**src/hw/dpot_pkg.sv**
```systemverilog
// constants, opcodes and state codes for the two-wire potentiometer slave
package dpot_pkg;

  // timing
  localparam int MCLK_PERIOD_NS = 50;
  localparam int WRITE_CYCLE_NS = 5_000_000;
  localparam int WRITE_CYCLE_CYCLES = WRITE_CYCLE_NS / MCLK_PERIOD_NS;

  // sizes
  localparam int WIPER_WIDTH = 8;
  localparam int TAP_COUNT = 256;
  localparam int PRESET_COUNT = 16;
  localparam int PRESET_IDX_WIDTH = 4;
  localparam int STRAP_WIDTH = 3;

  // reset values
  localparam logic [7:0] WIPER_RESET = 8'h00;
  localparam logic [7:0] PRESET_RESET = 8'h00;

  // device type code; value is arbitrary
  localparam logic [3:0] DEVICE_TYPE_ID = 4'ha;

  // slave address byte fields
  localparam int ID_MSB = 7;
  localparam int ID_LSB = 4;
  localparam int STRAP_MSB = 2;
  localparam int STRAP_LSB = 0;

  // instruction byte fields
  localparam int OP_MSB = 7;
  localparam int OP_LSB = 4;
  localparam int REG_MSB = 3;
  localparam int REG_LSB = 2;
  localparam int BANK_MSB = 1;
  localparam int BANK_LSB = 0;
  localparam logic [1:0] BANK_ZERO = 2'h0;

  // opcodes
  localparam logic [3:0] OP_READ_WIPER = 4'h9;
  localparam logic [3:0] OP_WRITE_WIPER = 4'ha;
  localparam logic [3:0] OP_READ_PRESET = 4'hb;
  localparam logic [3:0] OP_WRITE_PRESET = 4'hc;
  localparam logic [3:0] OP_PRESET_TO_WIPER = 4'hd;
  localparam logic [3:0] OP_WIPER_TO_PRESET = 4'he;
  localparam logic [3:0] OP_STEP_WIPER = 4'h2;

  // byte positions within a frame
  localparam logic [1:0] BYTE_ADDR = 2'h0;
  localparam logic [1:0] BYTE_INSTR = 2'h1;
  localparam logic [1:0] BYTE_DATA = 2'h2;
  localparam logic [2:0] LAST_BIT = 3'h7;

  typedef enum logic [5:0] {
    ST_IDLE = 6'b000001,
    ST_RX = 6'b000010,
    ST_ACK = 6'b000100,
    ST_TX = 6'b001000,
    ST_MACK = 6'b010000,
    ST_STEP = 6'b100000
  } state_type;

endpackage

```
**src/hw/tap_decoder.sv**
```systemverilog
// one-hot decoder of the wiper position onto the tap switches
`timescale 1ns/1ns
module tap_decoder #(
  parameter int WIDTH = 8
) (
  // clock and reset
  input wire logic mclk,
  input wire logic reset_n,
  // position in, switch enables out
  input wire logic [WIDTH-1:0] position,
  output logic [(2**WIDTH)-1:0] tap_select
);

  genvar i;
  generate
    for (i = 0; i < 2**WIDTH; i++) begin : g_tap
      // all switches open in reset; exactly one closed afterwards
      always_ff @(posedge mclk or negedge reset_n) begin
        if (!reset_n) begin
          tap_select[i] <= 1'b0;
        end else begin
          tap_select[i] <= (position == WIDTH'(i));
        end
      end
    end
  endgenerate

endmodule

```
**src/hw/dpot_slave.sv**
```systemverilog
// two-wire slave, wiper position and preset store of the potentiometer
//
// Contract
// - serial bits are sampled on the rising edge of the bus clock.
// - transmitted bits change only just after a falling bus clock edge.
// - data line is open drain: pull low or release, never drive high.
// - low three bits of the slave address come from the strap pins.
// - transaction proceeds only when received address bits equal the straps.
// - write protect low blocks every nonvolatile preset write.
// - wiper position is decoded onto one of 256 tap switches.
// - never more than one tap switch closed at a time.
// - at power-up the wiper is loaded from the default preset slot.
// - all sixteen presets, in any bank, the master can write and read directly.
// - data changes only while clock low; changes while high are start/stop.
// - start is data falling while clock high, before every command.
// - both lines are watched always; nothing happens before a start.
// - transmitter releases the data line after eight bits.
// - receiver pulls data low during the ninth clock to acknowledge.
// - acknowledge matching address, command byte and each data byte.
// - after a nonvolatile write stop, busy about 5 ms; address not acked.
// - upper four address bits must equal the fixed device type code.
// - sixteen presets in four banks; wiper transfers only with bank zero.
// - wiper changes only by write, preset load, step or power-up recall.
`timescale 1ns/1ns
module dpot_slave #(
  parameter int WRITE_CYCLE_CYCLES = dpot_pkg::WRITE_CYCLE_CYCLES
) (
  // clock and power-up reset
  input wire logic mclk,
  input wire logic reset_n,
  // two-wire bus
  input wire logic scl_in,
  input wire logic sda_in,
  output logic sda_out,
  output logic sda_oe,
  // straps and write protect
  input wire logic [dpot_pkg::STRAP_WIDTH-1:0] addr_strap_pins,
  input wire logic write_protect_n,
  // potentiometer side
  output logic [dpot_pkg::WIPER_WIDTH-1:0] wiper_position_reg,
  output logic [dpot_pkg::TAP_COUNT-1:0] tap_select,
  output logic write_busy
);

  localparam int BUSY_W = $clog2(WRITE_CYCLE_CYCLES + 1);

  // synchronisers
  logic scl_m_q, scl_s_q, scl_p_q, sda_m_q, sda_s_q, sda_p_q;
  logic [dpot_pkg::STRAP_WIDTH-1:0] strap_m_q, strap_s_q;
  logic wp_m_q, wp_s_q;

  // serial engine
  dpot_pkg::state_type state_q;
  logic [1:0] byte_idx_q;
  logic [2:0] bit_cnt_q;
  logic full_q;
  logic [7:0] rx_q, tx_q, instr_q;
  logic mack_q, sda_oe_q, sda_out_q;

  // storage
  logic [7:0] wiper_q, nv_val_q;
  logic recall_q, nv_pend_q, write_busy_q;
  logic [7:0] preset_q [dpot_pkg::PRESET_COUNT];
  logic [dpot_pkg::PRESET_IDX_WIDTH-1:0] nv_idx_q;
  logic [BUSY_W-1:0] busy_cnt_q;

  // bus events and decodes
  logic scl_rise, scl_fall, bus_start, bus_stop;
  logic byte_end, addr_ok, instr_end, data_end, ack_fall;
  logic [3:0] rx_op, cur_op;
  logic [dpot_pkg::PRESET_IDX_WIDTH-1:0] rx_idx, cur_idx;
  logic rx_bank0;
  logic [7:0] read_value;
  logic to_tx, to_step;

  always_ff @(posedge mclk or negedge reset_n) begin
    if (!reset_n) begin
      scl_m_q <= 1'b1;
      scl_s_q <= 1'b1;
      scl_p_q <= 1'b1;
      sda_m_q <= 1'b1;
      sda_s_q <= 1'b1;
      sda_p_q <= 1'b1;
      strap_m_q <= '0;
      strap_s_q <= '0;
      wp_m_q <= 1'b0;
      wp_s_q <= 1'b0;
    end else begin
      scl_m_q <= scl_in;
      scl_s_q <= scl_m_q;
      scl_p_q <= scl_s_q;
      sda_m_q <= sda_in;
      sda_s_q <= sda_m_q;
      sda_p_q <= sda_s_q;
      strap_m_q <= addr_strap_pins;
      strap_s_q <= strap_m_q;
      wp_m_q <= write_protect_n;
      wp_s_q <= wp_m_q;
    end
  end

  // edges of the bus lines, seen on mclk
  assign scl_rise = scl_s_q & ~scl_p_q;
  assign scl_fall = ~scl_s_q & scl_p_q;
  // data edges while clock high are framing only
  assign bus_start = scl_s_q & scl_p_q & sda_p_q & ~sda_s_q;
  assign bus_stop = scl_s_q & scl_p_q & ~sda_p_q & sda_s_q;

  assign byte_end = (state_q == dpot_pkg::ST_RX) && scl_fall && full_q;
  assign addr_ok = (rx_q[dpot_pkg::ID_MSB:dpot_pkg::ID_LSB] == dpot_pkg::DEVICE_TYPE_ID)
    && (rx_q[dpot_pkg::STRAP_MSB:dpot_pkg::STRAP_LSB] == strap_s_q)
    && !write_busy_q;
  assign instr_end = byte_end && (byte_idx_q == dpot_pkg::BYTE_INSTR);
  assign data_end = byte_end && (byte_idx_q == dpot_pkg::BYTE_DATA);
  assign ack_fall = (state_q == dpot_pkg::ST_ACK) && scl_fall;

  // register pointer is bank then register
  assign rx_op = rx_q[dpot_pkg::OP_MSB:dpot_pkg::OP_LSB];
  assign rx_idx = {rx_q[dpot_pkg::BANK_MSB:dpot_pkg::BANK_LSB],
                   rx_q[dpot_pkg::REG_MSB:dpot_pkg::REG_LSB]};
  assign rx_bank0 = (rx_q[dpot_pkg::BANK_MSB:dpot_pkg::BANK_LSB] == dpot_pkg::BANK_ZERO);
  assign cur_op = instr_q[dpot_pkg::OP_MSB:dpot_pkg::OP_LSB];
  assign cur_idx = {instr_q[dpot_pkg::BANK_MSB:dpot_pkg::BANK_LSB],
                    instr_q[dpot_pkg::REG_MSB:dpot_pkg::REG_LSB]};

  assign read_value = (cur_op == dpot_pkg::OP_READ_WIPER) ? wiper_q : preset_q[cur_idx];
  assign to_tx = (byte_idx_q == dpot_pkg::BYTE_INSTR)
    && ((cur_op == dpot_pkg::OP_READ_WIPER) || (cur_op == dpot_pkg::OP_READ_PRESET));
  assign to_step = (byte_idx_q == dpot_pkg::BYTE_INSTR) && (cur_op == dpot_pkg::OP_STEP_WIPER);

  // frame sequencer
  always_ff @(posedge mclk or negedge reset_n) begin
    if (!reset_n) begin
      state_q <= dpot_pkg::ST_IDLE;
    end else if (bus_start) begin
      state_q <= dpot_pkg::ST_RX;
    end else if (bus_stop) begin
      state_q <= dpot_pkg::ST_IDLE;
    end else begin
      unique case (state_q)
        dpot_pkg::ST_IDLE, dpot_pkg::ST_STEP: begin
          state_q <= state_q;
        end
        dpot_pkg::ST_RX: begin
          if (byte_end) begin
            if (byte_idx_q == dpot_pkg::BYTE_ADDR && !addr_ok) begin
              state_q <= dpot_pkg::ST_IDLE;
            end else begin
              state_q <= dpot_pkg::ST_ACK;
            end
          end
        end
        dpot_pkg::ST_ACK: begin
          if (scl_fall) begin
            if (to_tx) begin
              state_q <= dpot_pkg::ST_TX;
            end else if (to_step) begin
              state_q <= dpot_pkg::ST_STEP;
            end else begin
              state_q <= dpot_pkg::ST_RX;
            end
          end
        end
        dpot_pkg::ST_TX: begin
          if (scl_fall && bit_cnt_q == dpot_pkg::LAST_BIT) begin
            state_q <= dpot_pkg::ST_MACK;
          end
        end
        dpot_pkg::ST_MACK: begin
          if (scl_fall) begin
            state_q <= mack_q ? dpot_pkg::ST_TX : dpot_pkg::ST_IDLE;
          end
        end
        default: begin
          state_q <= dpot_pkg::ST_IDLE;
        end
      endcase
    end
  end

  // byte position in the frame
  always_ff @(posedge mclk or negedge reset_n) begin
    if (!reset_n) begin
      byte_idx_q <= dpot_pkg::BYTE_ADDR;
    end else if (bus_start) begin
      byte_idx_q <= dpot_pkg::BYTE_ADDR;
    end else if (ack_fall && byte_idx_q != dpot_pkg::BYTE_DATA) begin
      byte_idx_q <= byte_idx_q + 2'h1;
    end
  end

  // bit counter and byte-complete flag
  always_ff @(posedge mclk or negedge reset_n) begin
    if (!reset_n) begin
      bit_cnt_q <= 3'h0;
      full_q <= 1'b0;
    end else if (bus_start || bus_stop) begin
      bit_cnt_q <= 3'h0;
      full_q <= 1'b0;
    end else if (state_q == dpot_pkg::ST_RX && scl_rise) begin
      bit_cnt_q <= bit_cnt_q + 3'h1;
      full_q <= (bit_cnt_q == dpot_pkg::LAST_BIT);
    end else if (state_q == dpot_pkg::ST_TX && scl_fall) begin
      bit_cnt_q <= bit_cnt_q + 3'h1;
    end else if (scl_fall) begin
      full_q <= 1'b0;
      if (state_q == dpot_pkg::ST_ACK || state_q == dpot_pkg::ST_MACK) begin
        bit_cnt_q <= 3'h0;
      end
    end
  end

  // receive shifter, msb first
  always_ff @(posedge mclk or negedge reset_n) begin
    if (!reset_n) begin
      rx_q <= 8'h00;
    end else if (state_q == dpot_pkg::ST_RX && scl_rise) begin
      rx_q <= {rx_q[6:0], sda_s_q};
    end
  end

  // instruction latch
  always_ff @(posedge mclk or negedge reset_n) begin
    if (!reset_n) begin
      instr_q <= 8'h00;
    end else if (instr_end) begin
      instr_q <= rx_q;
    end
  end

  // master acknowledge after a read byte
  always_ff @(posedge mclk or negedge reset_n) begin
    if (!reset_n) begin
      mack_q <= 1'b0;
    end else if (state_q == dpot_pkg::ST_MACK && scl_rise) begin
      mack_q <= ~sda_s_q;
    end
  end

  // transmit shifter, advanced on clock falls
  always_ff @(posedge mclk or negedge reset_n) begin
    if (!reset_n) begin
      tx_q <= 8'h00;
    end else if (ack_fall && to_tx) begin
      tx_q <= read_value;
    end else if (state_q == dpot_pkg::ST_TX && scl_fall) begin
      tx_q <= {tx_q[6:0], 1'b0};
    end else if (state_q == dpot_pkg::ST_MACK && scl_fall && mack_q) begin
      tx_q <= read_value;
    end
  end

  // open-drain data driver: enable means pull low
  always_ff @(posedge mclk or negedge reset_n) begin
    if (!reset_n) begin
      sda_oe_q <= 1'b0;
      sda_out_q <= 1'b0;
    end else begin
      sda_out_q <= 1'b0;
      if (bus_start || bus_stop) begin
        sda_oe_q <= 1'b0;
      end else if (byte_end) begin
        sda_oe_q <= (byte_idx_q != dpot_pkg::BYTE_ADDR) || addr_ok;
      end else if (ack_fall) begin
        sda_oe_q <= to_tx ? ~read_value[7] : 1'b0;
      end else if (state_q == dpot_pkg::ST_TX && scl_fall) begin
        if (bit_cnt_q == dpot_pkg::LAST_BIT) begin
          sda_oe_q <= 1'b0;
        end else begin
          sda_oe_q <= ~tx_q[6];
        end
      end else if (state_q == dpot_pkg::ST_MACK && scl_fall) begin
        sda_oe_q <= mack_q ? ~read_value[7] : 1'b0;
      end
    end
  end

  // power-up recall request
  always_ff @(posedge mclk or negedge reset_n) begin
    if (!reset_n) begin
      recall_q <= 1'b1;
    end else begin
      recall_q <= 1'b0;
    end
  end

  // wiper position
  always_ff @(posedge mclk or negedge reset_n) begin
    if (!reset_n) begin
      wiper_q <= dpot_pkg::WIPER_RESET;
    end else if (recall_q) begin
      wiper_q <= preset_q[0];
    end else if (instr_end && rx_op == dpot_pkg::OP_PRESET_TO_WIPER && rx_bank0) begin
      wiper_q <= preset_q[rx_idx];
    end else if (data_end && cur_op == dpot_pkg::OP_WRITE_WIPER) begin
      wiper_q <= rx_q;
    end else if (state_q == dpot_pkg::ST_STEP && scl_rise) begin
      if (sda_s_q && wiper_q != 8'hff) begin
        wiper_q <= wiper_q + 8'h01;
      end else if (!sda_s_q && wiper_q != 8'h00) begin
        wiper_q <= wiper_q - 8'h01;
      end
    end
  end

  // nonvolatile write held until the closing stop
  always_ff @(posedge mclk or negedge reset_n) begin
    if (!reset_n) begin
      nv_pend_q <= 1'b0;
      nv_idx_q <= '0;
      nv_val_q <= 8'h00;
    end else if (bus_start || bus_stop) begin
      nv_pend_q <= 1'b0;
    end else if (data_end && cur_op == dpot_pkg::OP_WRITE_PRESET) begin
      nv_pend_q <= 1'b1;
      nv_idx_q <= cur_idx;
      nv_val_q <= rx_q;
    end else if (instr_end && rx_op == dpot_pkg::OP_WIPER_TO_PRESET && rx_bank0) begin
      nv_pend_q <= 1'b1;
      nv_idx_q <= rx_idx;
      nv_val_q <= wiper_q;
    end
  end

  // preset store
  always_ff @(posedge mclk or negedge reset_n) begin
    if (!reset_n) begin
      for (int k = 0; k < dpot_pkg::PRESET_COUNT; k++) begin
        preset_q[k] <= dpot_pkg::PRESET_RESET;
      end
    end else if (bus_stop && nv_pend_q && wp_s_q) begin
      preset_q[nv_idx_q] <= nv_val_q;
    end
  end

  // internal write cycle timer
  always_ff @(posedge mclk or negedge reset_n) begin
    if (!reset_n) begin
      busy_cnt_q <= '0;
      write_busy_q <= 1'b0;
    end else begin
      if (bus_stop && nv_pend_q && wp_s_q) begin
        busy_cnt_q <= BUSY_W'(WRITE_CYCLE_CYCLES);
      end else if (busy_cnt_q != '0) begin
        busy_cnt_q <= busy_cnt_q - BUSY_W'(1);
      end
      write_busy_q <= (bus_stop && nv_pend_q && wp_s_q) || (busy_cnt_q > BUSY_W'(1));
    end
  end

  tap_decoder #(.WIDTH(dpot_pkg::WIPER_WIDTH)) u_taps (
    .mclk(mclk),
    .reset_n(reset_n),
    .position(wiper_q),
    .tap_select(tap_select)
  );

  assign sda_out = sda_out_q;
  assign sda_oe = sda_oe_q;
  assign wiper_position_reg = wiper_q;
  assign write_busy = write_busy_q;

endmodule

```
**config.mk**
```make
export PLATFORM = sky130hd
export DESIGN_NAME = dpot_slave
export DESIGN_NICKNAME = d
export VERILOG_FILES = /design/src/hw/dpot_pkg.sv /design/src/hw/tap_decoder.sv /design/src/hw/dpot_slave.sv
export SDC_FILE = /design/constraint.sdc
export NUM_CORES = 1
export LEC_CHECK = 0
export BUFFER_PORTS_ARGS = -buffer_cell sky130_fd_sc_hd__buf_2
export CAP_MARGIN = 20
export CORE_AREA = 2 2 154 232
export CTS_CLUSTER_DIAMETER = 80
export DETAILED_ROUTE_END_ITERATION = 12
export DIE_AREA = 0 0 156 234
export GPL_ROUTABILITY_DRIVEN = 0
export GPL_TIMING_DRIVEN = 0
export PLACE_DENSITY = 0.76
export RECOVER_POWER = 50
export SETUP_SLACK_MARGIN = 0.3
export SYNTH_ARGS = -nofsm -noshare
export SYNTH_HDL_FRONTEND = slang
export SYNTH_HIERARCHICAL = 1
export SYNTH_SLANG_ARGS = --single-unit
```
**constraint.sdc**
```tcl
create_clock -name mclk -period 3.7 [get_ports mclk]
set_input_delay 0.185 -clock mclk [delete_from_list [all_inputs] [get_ports mclk]]
set_output_delay 0.185 -clock mclk [all_outputs]
set_load 0.1 [all_outputs]
```
* After elaboration in Yosys (flattened, before gate mapping)
Cells that the tools add are included.
** Cells by class
- Add/subtract/negate cells :: 5
- Magnitude comparators :: 5
- Equality and inequality tests :: 281
- Mux-type cells :: 58
- Bitwise operators :: 17
- Reductions and logical operators :: 61
** Operators with widths (count)
- $eq A8 B8 Y1 const B :: 128
- $eq A8 B7 Y1 const B :: 64
- $eq A8 B6 Y1 const B :: 32
- $bwmux W128 :: 1
- $eq A8 B5 Y1 const B :: 16
- $mux W8 :: 14
- $bmux W8 S4 :: 2
- $eq A8 B4 Y1 const B :: 8
- $mux W6 :: 8
- $mux W17 :: 2
- $demux W8 S4 :: 1
- $eq A8 B3 Y1 const B :: 4
- $logic_and A1 B1 Y1 :: 30
- $pmux W6 S5 :: 1
- $eq A4 B4 Y1 const B :: 7
- $mux W7 :: 3
- $mux W3 :: 6
- $gt A17 B1 Y1 const B :: 1
- $reduce_bool A17 Y1 :: 1
- $sub A17 B1 Y17 const B :: 1
- $eq A8 B2 Y1 const B :: 2
- $ne A4 B4 Y1 const B :: 4
- $ge A5 B5 Y1 const B :: 3
- $mux W1 :: 15
- 38 further kinds :: 73
** Word-level totals
- Register bits after elaboration :: 475
- Input port bits :: 8
- Output and inout bits :: 267
- Word-level logic and storage cells :: 725

* Logic depth before layout (Yosys ltp)
Gate-level depths: netlist of run 1.
- Word-level depth :: 12
- Depth in mapped cells :: 10
- Depth with buffers taken out :: 9

* Modules after synthesis
Netlist of run 1, hierarchy kept.
** By module, submodules not included
- dpot_slave :: instances 1, cells each 854, area an instance 10717.8 um2, sequential area each 5490.3 um2
- tap_decoder :: instances 1, cells each 606, area an instance 8022.7 um2, sequential area each 6406.1 um2

* Worst setup path after synthesis of run 1
No wires, ideal clock.
- Path type :: register -> register
- Start :: register wiper_q[0] (netlist: wiper_position_reg[0])
- End :: register wiper_q[5] (netlist: wiper_position_reg[5])
- Library setup time :: 0.120 ns
- Arrival time :: 3.548 ns
- Required time :: 3.580 ns
- Path slack :: 0.032 ns
- Stages on the path, launching flop included :: 11
- Buffers on the path :: 1
- Clock period less this slack :: 3.668 ns
- Cells stage by stage :: dfrtp_1 clkbuf_1 nand3_1 o31ai_1 ha_1 a211oi_1 o21bai_1 a21oi_1 xor2_1 o21ai_0 a31o_2
** Between the ends
- Cells in the longest elaborated chain, start to end :: 7
- Elaborated cells between the ends (all ways) :: 14
- Those cells by class :: add/sub: 2; eq/ne: 1; mux: 6; reduce/logical: 5
** Ends and longest elaborated chain
- from (decl) :: RTL line dpot_slave.sv:61 : logic [7:0] wiper_q, nv_val_q;
- from (signal assigned) :: RTL line dpot_slave.sv:290 : wiper_q <= dpot_pkg::WIPER_RESET;
- from (signal assigned) :: RTL line dpot_slave.sv:292 : wiper_q <= preset_q[0];
- from (signal assigned) :: RTL line dpot_slave.sv:294 : wiper_q <= preset_q[rx_idx];
- $sub A8 B1 Y8 / $ne A8 B8 Y1 (equally long branches) :: RTL line dpot_slave.sv:301, dpot_slave.sv:298
- $mux W8 / $logic_and A1 B1 Y1 (equally long branches) :: RTL line dpot_slave.sv:300, dpot_slave.sv:298
- $mux W8 :: RTL line dpot_slave.sv:298 : if (sda_s_q && wiper_q != 8'hff) begin
- $mux W8 :: RTL line dpot_slave.sv:297 : end else if (state_q == dpot_pkg::ST_STEP && scl_rise) begin
- $mux W8 :: RTL line dpot_slave.sv:295 : end else if (data_end && cur_op == dpot_pkg::OP_WRITE_WIPER) begin
- $mux W8 :: RTL line dpot_slave.sv:293 : end else if (instr_end && rx_op == dpot_pkg::OP_PRESET_TO_WIPER && rx_bank0) begin
- $mux W8 :: RTL line dpot_slave.sv:291 : end else if (recall_q) begin
Parallel ways exist; a longest one is shown, timed or not. The select of a mux whose other input is x is not followed.
A chain may end at the register's enable or synchronous reset.

* Worst setup path in the final report of run 1
- Start :: register sda_s_q
- End :: register preset_q[38] (netlist bit)
** Between the ends
- Cells in the longest elaborated chain, start to end :: 3
** Ends and longest elaborated chain
- from (decl) :: RTL line dpot_slave.sv:48 : logic scl_m_q, scl_s_q, scl_p_q, sda_m_q, sda_s_q, sda_p_q;
- from (signal assigned) :: RTL line dpot_slave.sv:93 : sda_s_q <= sda_m_q;
- $and A1 B1 Y1 :: RTL line dpot_slave.sv:107 : assign bus_stop = scl_s_q & scl_p_q & ~sda_p_q & sda_s_q;
- $logic_and A1 B1 Y1 (2 in a row) :: RTL line dpot_slave.sv:331 : end else if (bus_stop && nv_pend_q && wp_s_q) begin
- to (signal, indexed assignment) :: RTL line dpot_slave.sv:329 : preset_q[k] <= dpot_pkg::PRESET_RESET;
- to (signal, indexed assignment) :: RTL line dpot_slave.sv:332 : preset_q[nv_idx_q] <= nv_val_q;
- to (decl) :: RTL line dpot_slave.sv:63 : logic [7:0] preset_q [dpot_pkg::PRESET_COUNT];
Every way passes these cells.

==> results of run 1 <==
==> timing repair <==
item,CTS,global route
hold buffers,7,0
setup endpoints to repair,5,97
endpoints found under the hold margin,92,0
resized for setup,1,4
gates cloned,0,0
==> Yosys cell counts (12+ instances only) <==
cell	number	share of area
dfrtp_1	467	0.62
nor2_1	316	0.063
mux2_2	142	0.085
nand2_1	74	0.015
clkbuf_1	59	0.012
mux4_2	48	0.058
buf_2	32	0.0085
a21oi_1	30	0.0080
o21ai_0	25	0.0067
nor3_1	18	0.0048
nand3_1	15	0.0040
xnor2_1	15	0.0070
ha_1	14	0.0093
inv_1	13	0.0026
or3_1	13	0.0043
nand4bb_1	12	0.0072
==> metal layers <==
metal | wire, µm | up-vias | track usage
met5 | 0 | - | 0
met4 | 2160 | 0 | 0.113
met3 | 3180 | 130 | 0.0495
met2 | 25100 | 505 | 0.480
met1 | 17200 | 6461 | 0.295
li1 | - | 5636 | -
==> through the flow <==
| step | power [mW] | util |
|---|---|---|
| finish | 11.2 | 0.635 |
| global route | 11.6 | 0.635 |
| CTS | 11.3 | 0.643 |
| detailed placement | 6.83 | 0.600 |
| global placement | 6.80 | 0.597 |
| floorplan | 6.37 | - |
==> layout make-up <==
class | instances | area (µm²) | area share
buffer | 107 | 512 | 0.0233
multi-input combinational | 865 | 6310 | 0.288
timing repair buffer | 283 | 1210 | 0.0550
tap | 430 | 538 | 0.0245
sequential | 475 | 11900 | 0.542
clock inverter | 20 | 243 | 0.0111
inverter | 14 | 52.6 | 0.00239
clock buffer | 57 | 1180 | 0.0537
==> report_power, final <==
part,leakage (nW),internal (mW),switching [mW]
logic,3.11,0.302,1.05
registers,6.57,5.27,0.112
clock network,0.703,2.60,1.89
==> worst reg2reg max path, stage by stage, from the launching register on <==
cell and delay, ns:
dfstp_2 0.53, clkbuf_1 0.47, nand3_1 0.18, nor2_1 0.25, nand3_1 0.42, nor3_2 0.40, nand3_1 0.45, mux2_2 0.43
==> worst max path at each step <==
stage                     slack (ns)  cells after the start                           endpoint                         startpoint
after detailed placement        0.06                     10  wiper_position_reg[5]$_DFFE_PN0P_  wiper_position_reg[0]$_DFFE_PN0P_
after global routing            0.21                      3  wiper_position_reg[4]$_DFFE_PN0P_                            reset_n
after CTS                       0.36                      7           preset_q[39]$_DFFE_PN0P_                  sda_s_q$_DFF_PN1_
after floorplan                 0.36                     10  wiper_position_reg[5]$_DFFE_PN0P_  wiper_position_reg[0]$_DFFE_PN0P_
after global placement         -7.17                      1  wiper_position_reg[5]$_DFFE_PN0P_                            reset_n
final                           0.46                      7           preset_q[38]$_DFFE_PN0P_                  sda_s_q$_DFF_PN1_
==> cells by family after synthesis <==
group | share of synthesized area
fa+ha+maj | 0.0104
compound gates | 0.0382
flops | 0.635
simple gates | 0.126
xor+xnor | 0.0117
other cells | 0.000200
mux | 0.149
buf+inv | 0.0302
==> flow_summary.yaml, run 1 <==
cts:
  clock_sinks: 475
  clockBufferDepth: 3
  path_clk_slew_ns: 0.06
  postCtsSetupBuffers: 0
  cts_buffers: 42
  cts_tree: "built"
  clk_latency_ns: 0.55
  root_buffer: "clkbuf_16"
  htreeDepth: 2
sta:
  fin_crit_ns: 3.24
  final.setup.tns_ns: 0
  fmax_mhz: 309
  rsz0062_at_grt: "true"
  period_share: 0.876
  finalMaxSlewViolations: 90
  relSlewSlack: -0.369
  setup_ws_ns: 0.460
  setup-violations-final: 0
  finalHoldViolCount: 0
  tightest_slew_ns: 2.05
  finalClockSkew_ns: 0.0189
  fin_hold_ws_ns: 0.269
worst_setup_path:
  cpMaxStageDelayCell: "dfstp_2"
  path_max_fanout: 9
  crit_path_frequent_cell: "nand3_1"
  crit_chain: "clkbuf_1 -> nand3_1 -> nor2_1 -> nand3_1 -> nor3_2 -> nand3_1 -> mux2_2"
  worstSetupEndpointType: "flip-flop"
  critPathBufInv: 1
  path_class: "reg -> reg"
  slowest_delay_ns: 0.53
  required_ns: 4.13
  crit_arrival_ns: 3.67
  cp-start-kind: "flip-flop"
  reg2reg_to: "preset_q[38]$_DFFE_PN0P_"
  worst-r2r-setup-slack_ns: 0.46
  critPathTopFamily: "simple AND/OR/NAND/NOR gates"
  r2r-start: "sda_s_q$_DFF_PN1_"
  rr_worst_depth: 7
power_and_ir_drop:
  p_leak_nw: 10.4
  ir_drop_v: 0.000289
  p_per_area_nw_per_um2: 511
floorplan:
  die_w_um: 156
  ios: 275
  die_area_um2: 36500
  die_y_um: 234
  coreArea_um2: 34600
  initial_core_util: 0.542
  std_cell_rows: 84
logic_synthesis:
  ys_warn_count: 6
  dominantRegCellSynth: "dfrtp_1"
  syn_avg_cell_area_um2: 12.8
  synth_cells: 1460
  async_flop_share: 1.00
  ys_ff_latch: 475
  syn_area_um2: 18700
  synth_seq_area_share: 0.635
  synth_edf_count: 0
  ys_types: 65
route:
  vias: 12700
  drc_errors: 0
  detail_route.wl_per_cell_um: 21.2
  drtPass1Iterations: 5
  first_iter_violations: 762
  avgViaCountPerCell: 5.66
  routed_wirelength_um: 47600
  detail-route-antenna-nets: 0
outcome:
  status: "finished, violations left"
  violations: "capacitance limit, slew limit"
final_layout:
  n_antenna_cell: 0
  regMostFlops: "u_taps/tap_select"
  reg_top3: "u_taps/tap_select x256, preset_q x128, busy_cnt_q x17"
  drive_above_1_share: 0.219
  final_net_count: 1811
  largest_reg_flops: 256
  fillCellCount: 2659
  final_common_cell: "dfrtp_1"
  layout_common_cells: "dfrtp_1 (460), nor2_1 (316), clkbuf_1 (279)"
  synthToLayoutAreaGrowth_pct: 17.1
  design_area_um2: 21900
  instances_no_fill: 2251
min_path:
  hold_depth: 2
  holdPathEnd: "strap_m_q[2]$_DFF_PN0_"
  min_path_type: "in -> reg"
  min-delay-start: "addr_strap_pins[2]"
placement:
  dp_cells: 2167
  io_buffers: 273
  pre_cts_slack_ns: 0.0598
  hpwl_um: 34400
  placed_area_um2: 20800
global_route:
  grt_pass1_vias: 13000
  antenna_found_initial: 0
  grt_max_degree: 136
  grtUsageTotal: 0.261
  overflow: 0
  grt_pass1_wl_um: 72900
flow_run:
  maxCapViolations: 1
Power figures use the tool's default switching activity.
==> inputs of run 2 (changes only) <==
--- a/config.mk
+++ b/config.mk
@@ -7,13 +7,15 @@
 export LEC_CHECK = 0
 export BUFFER_PORTS_ARGS = -buffer_cell sky130_fd_sc_hd__buf_2
 export CAP_MARGIN = 20
-export CORE_AREA = 2 2 154 232
+export CELL_PAD_IN_SITES_DETAIL_PLACEMENT = 0
+export CELL_PAD_IN_SITES_GLOBAL_PLACEMENT = 2
+export CORE_AREA = 2 2 182 274
 export CTS_CLUSTER_DIAMETER = 80
 export DETAILED_ROUTE_END_ITERATION = 12
-export DIE_AREA = 0 0 156 234
+export DIE_AREA = 0 0 184 276
 export GPL_ROUTABILITY_DRIVEN = 0
 export GPL_TIMING_DRIVEN = 0
-export PLACE_DENSITY = 0.76
+export PLACE_DENSITY_LB_ADDON = 0.1
 export RECOVER_POWER = 50
 export SETUP_SLACK_MARGIN = 0.3
 export SYNTH_ARGS = -nofsm -noshare
==> run 2 against run 1 <==
The run still ends with capacitance limit, slew limit left. Clock skew down 0.0071 ns. Global-route usage down 5.1 points. Count of clock-buffer cells in the layout up 7. Die area up 39%. Sequential power about the same. Worst setup slack better by 0.068 ns. Non-clock buffer count up 2. Final area up 1.9%. Core utilization down 17 points. Wire length up 11%. Largest cell class unchanged.
==> flow_summary.yaml, run 2 (same netlist as run 1, synthesis figures left out) <==
final_layout:
  reg_top3: "u_taps/tap_select x256, preset_q x128, busy_cnt_q x17"
  synthToLayoutAreaGrowth_pct: 19.4
  layout_common_cells: "dfrtp_1 (460), clkbuf_1 (331), nor2_1 (316)"
  design_area_um2: 22400
  regMostFlops: "u_taps/tap_select"
  final_net_count: 1817
  n_antenna_cell: 0
  fillCellCount: 4538
  final_common_cell: "dfrtp_1"
  drive_above_1_share: 0.194
  largest_reg_flops: 256
cts:
  clk_latency_ns: 0.56
  clock_sinks: 475
  clockBufferDepth: 3
  cts_buffers: 46
  cts_tree: "built"
  path_clk_slew_ns: 0.06
  postCtsSetupBuffers: 0
  htreeDepth: 2
  root_buffer: "clkbuf_16"
power_and_ir_drop:
  p_total_mw: 11.8
  ir_drop_v: 0.000361
  p_leak_nw: 10.3
  p_sw_mw: 3.15
  clkPwrFrac: 0.429
  netSwitchingFraction: 0.268
  p_per_area_nw_per_um2: 526
  seqPwrFrac: 0.458
  internal_power_mw: 8.62
  combPwrFrac: 0.113
route:
  vias: 12200
  drc_errors: 0
  routed_wirelength_um: 52800
  detail-route-antenna-nets: 0
  drtPass1Iterations: 5
  first_iter_violations: 527
  detail_route.wl_per_cell_um: 21.7
  avgViaCountPerCell: 5.00
sta:
  tightest_slew_ns: 2.24
  fin_crit_ns: 3.17
  relSlewSlack: -0.492
  setup-violations-final: 0
  finalHoldViolCount: 0
  rsz0062_at_grt: "false"
  fin_hold_ws_ns: 0.264
  finalMaxSlewViolations: 84
  period_share: 0.857
  finalClockSkew_ns: 0.0118
  fmax_mhz: 315
floorplan:
  initial_core_util: 0.388
  die_y_um: 276
  die_w_um: 184
  coreArea_um2: 48300
  die_area_um2: 50800
  std_cell_rows: 99
  ios: 275
global_route:
  grt_pass1_wl_um: 80900
  grt_pass1_vias: 12900
  antenna_found_initial: 0
  grt_max_degree: 111
  grtUsageTotal: 0.210
  overflow: 0
worst_setup_path:
  cp-start-kind: "flip-flop"
  crit_chain: "clkbuf_1 -> nand3_1 -> o31ai_2 -> buf_4 -> ha_1 -> a211oi_1 -> o21bai_1 -> a21oi_1 -> xor2_1 -> o21ai_0 -> a31o_2"
  worstSetupEndpointType: "flip-flop"
  required_ns: 4.15
  crit_arrival_ns: 3.62
  path_max_fanout: 10
  path_class: "reg -> reg"
  rr_worst_depth: 11
  cpMaxStageDelayCell: "dfrtp_2"
  worst-r2r-setup-slack_ns: 0.53
  slowest_delay_ns: 0.46
min_path:
  min_path_type: "in -> reg"
  hold_depth: 2
placement:
  io_buffers: 273
  placed_area_um2: 21000
  hpwl_um: 39000
outcome:
  violations: "capacitance limit, slew limit"
  status: "finished, violations left"
flow_run:
  maxCapViolations: 1
[run 2: area by class of cell]
cell class	count	area, µm²	area share
Tap cell	606	758	0.0339
Clock buffer	64	1320	0.0590
Clock inverter	18	303	0.0135
Timing Repair Buffer	285	1230	0.0550
Multi-Input combinational cell	865	6310	0.282
Sequential cell	475	11900	0.532
Inverter	14	52.6	0.00235
Buffer	107	489	0.0219
[run 2: metal layers]
layer | GRT usage | up-vias | share of wire
met4 | 0.0658 | 0 | 0.033
met1 | 0.230 | 6138 | 0.37
met2 | 0.401 | 295 | 0.55
met3 | 0.0400 | 88 | 0.055
met5 | 0 | - | 0
li1 | - | 5652 | -
[run 2: what timing repair did]
action | 4_1_cts | 5_1_grt
hold buffers | 7 | 0
setup endpoints to repair | 38 | 92
hold endpoints to repair | 82 | 0
resized for setup | 4 | 5
[run 2: critical path: cells and delay by family (launching register included)]
kind	cells	cell delay, ns
compound gates	6	1.33
xor+xnor	1	0.25
fa+ha+maj	1	0.24
buf+inv	2	0.59
flops	1	0.46
simple gates	1	0.19
[run 2: power groups by stage]
stage          clock network [mW]  registers (mW)  logic, mW
3_3_place_gp                    0            5.49       1.35
2_1_floorplan                   0            5.85      0.526
6_report                     5.05            5.39       1.33
3_5_place_dp                    0            5.49       1.37
5_1_grt                      5.38            5.40       1.44
4_1_cts                      5.18            5.39       1.38
[run 2: through the flow]
step | worst slack (ns) | setup TNS, ns | std cells | util
after floorplan | 0.364 | 0 | 1461 | -
after global placement | -7.93 | -3292.87 | 2340 | 0.432
after detailed placement | 0.164 | 0 | 2345 | 0.435
after CTS | 0.206 | 0 | 2434 | 0.470
after global routing | 0.312 | 0 | 2434 | 0.463
final | 0.528 | 0 | 2434 | 0.463
[run 2: worst paths after layout]
check / startpoint / end
max reg2reg: wiper_position_reg[0]$_DFFE_PN0P_ / wiper_position_reg[5]$_DFFE_PN0P_
max: wiper_position_reg[0]$_DFFE_PN0P_ / wiper_position_reg[5]$_DFFE_PN0P_
min in group asynchronous: reset_n / u_taps/tap_select[56]$_DFF_PN0_
min: addr_strap_pins[0] / strap_m_q[0]$_DFF_PN0_
min reg2reg: wp_m_q$_DFF_PN0_ / wp_s_q$_DFF_PN0_
max in group asynchronous: reset_n / u_taps/tap_select[76]$_DFF_PN0_
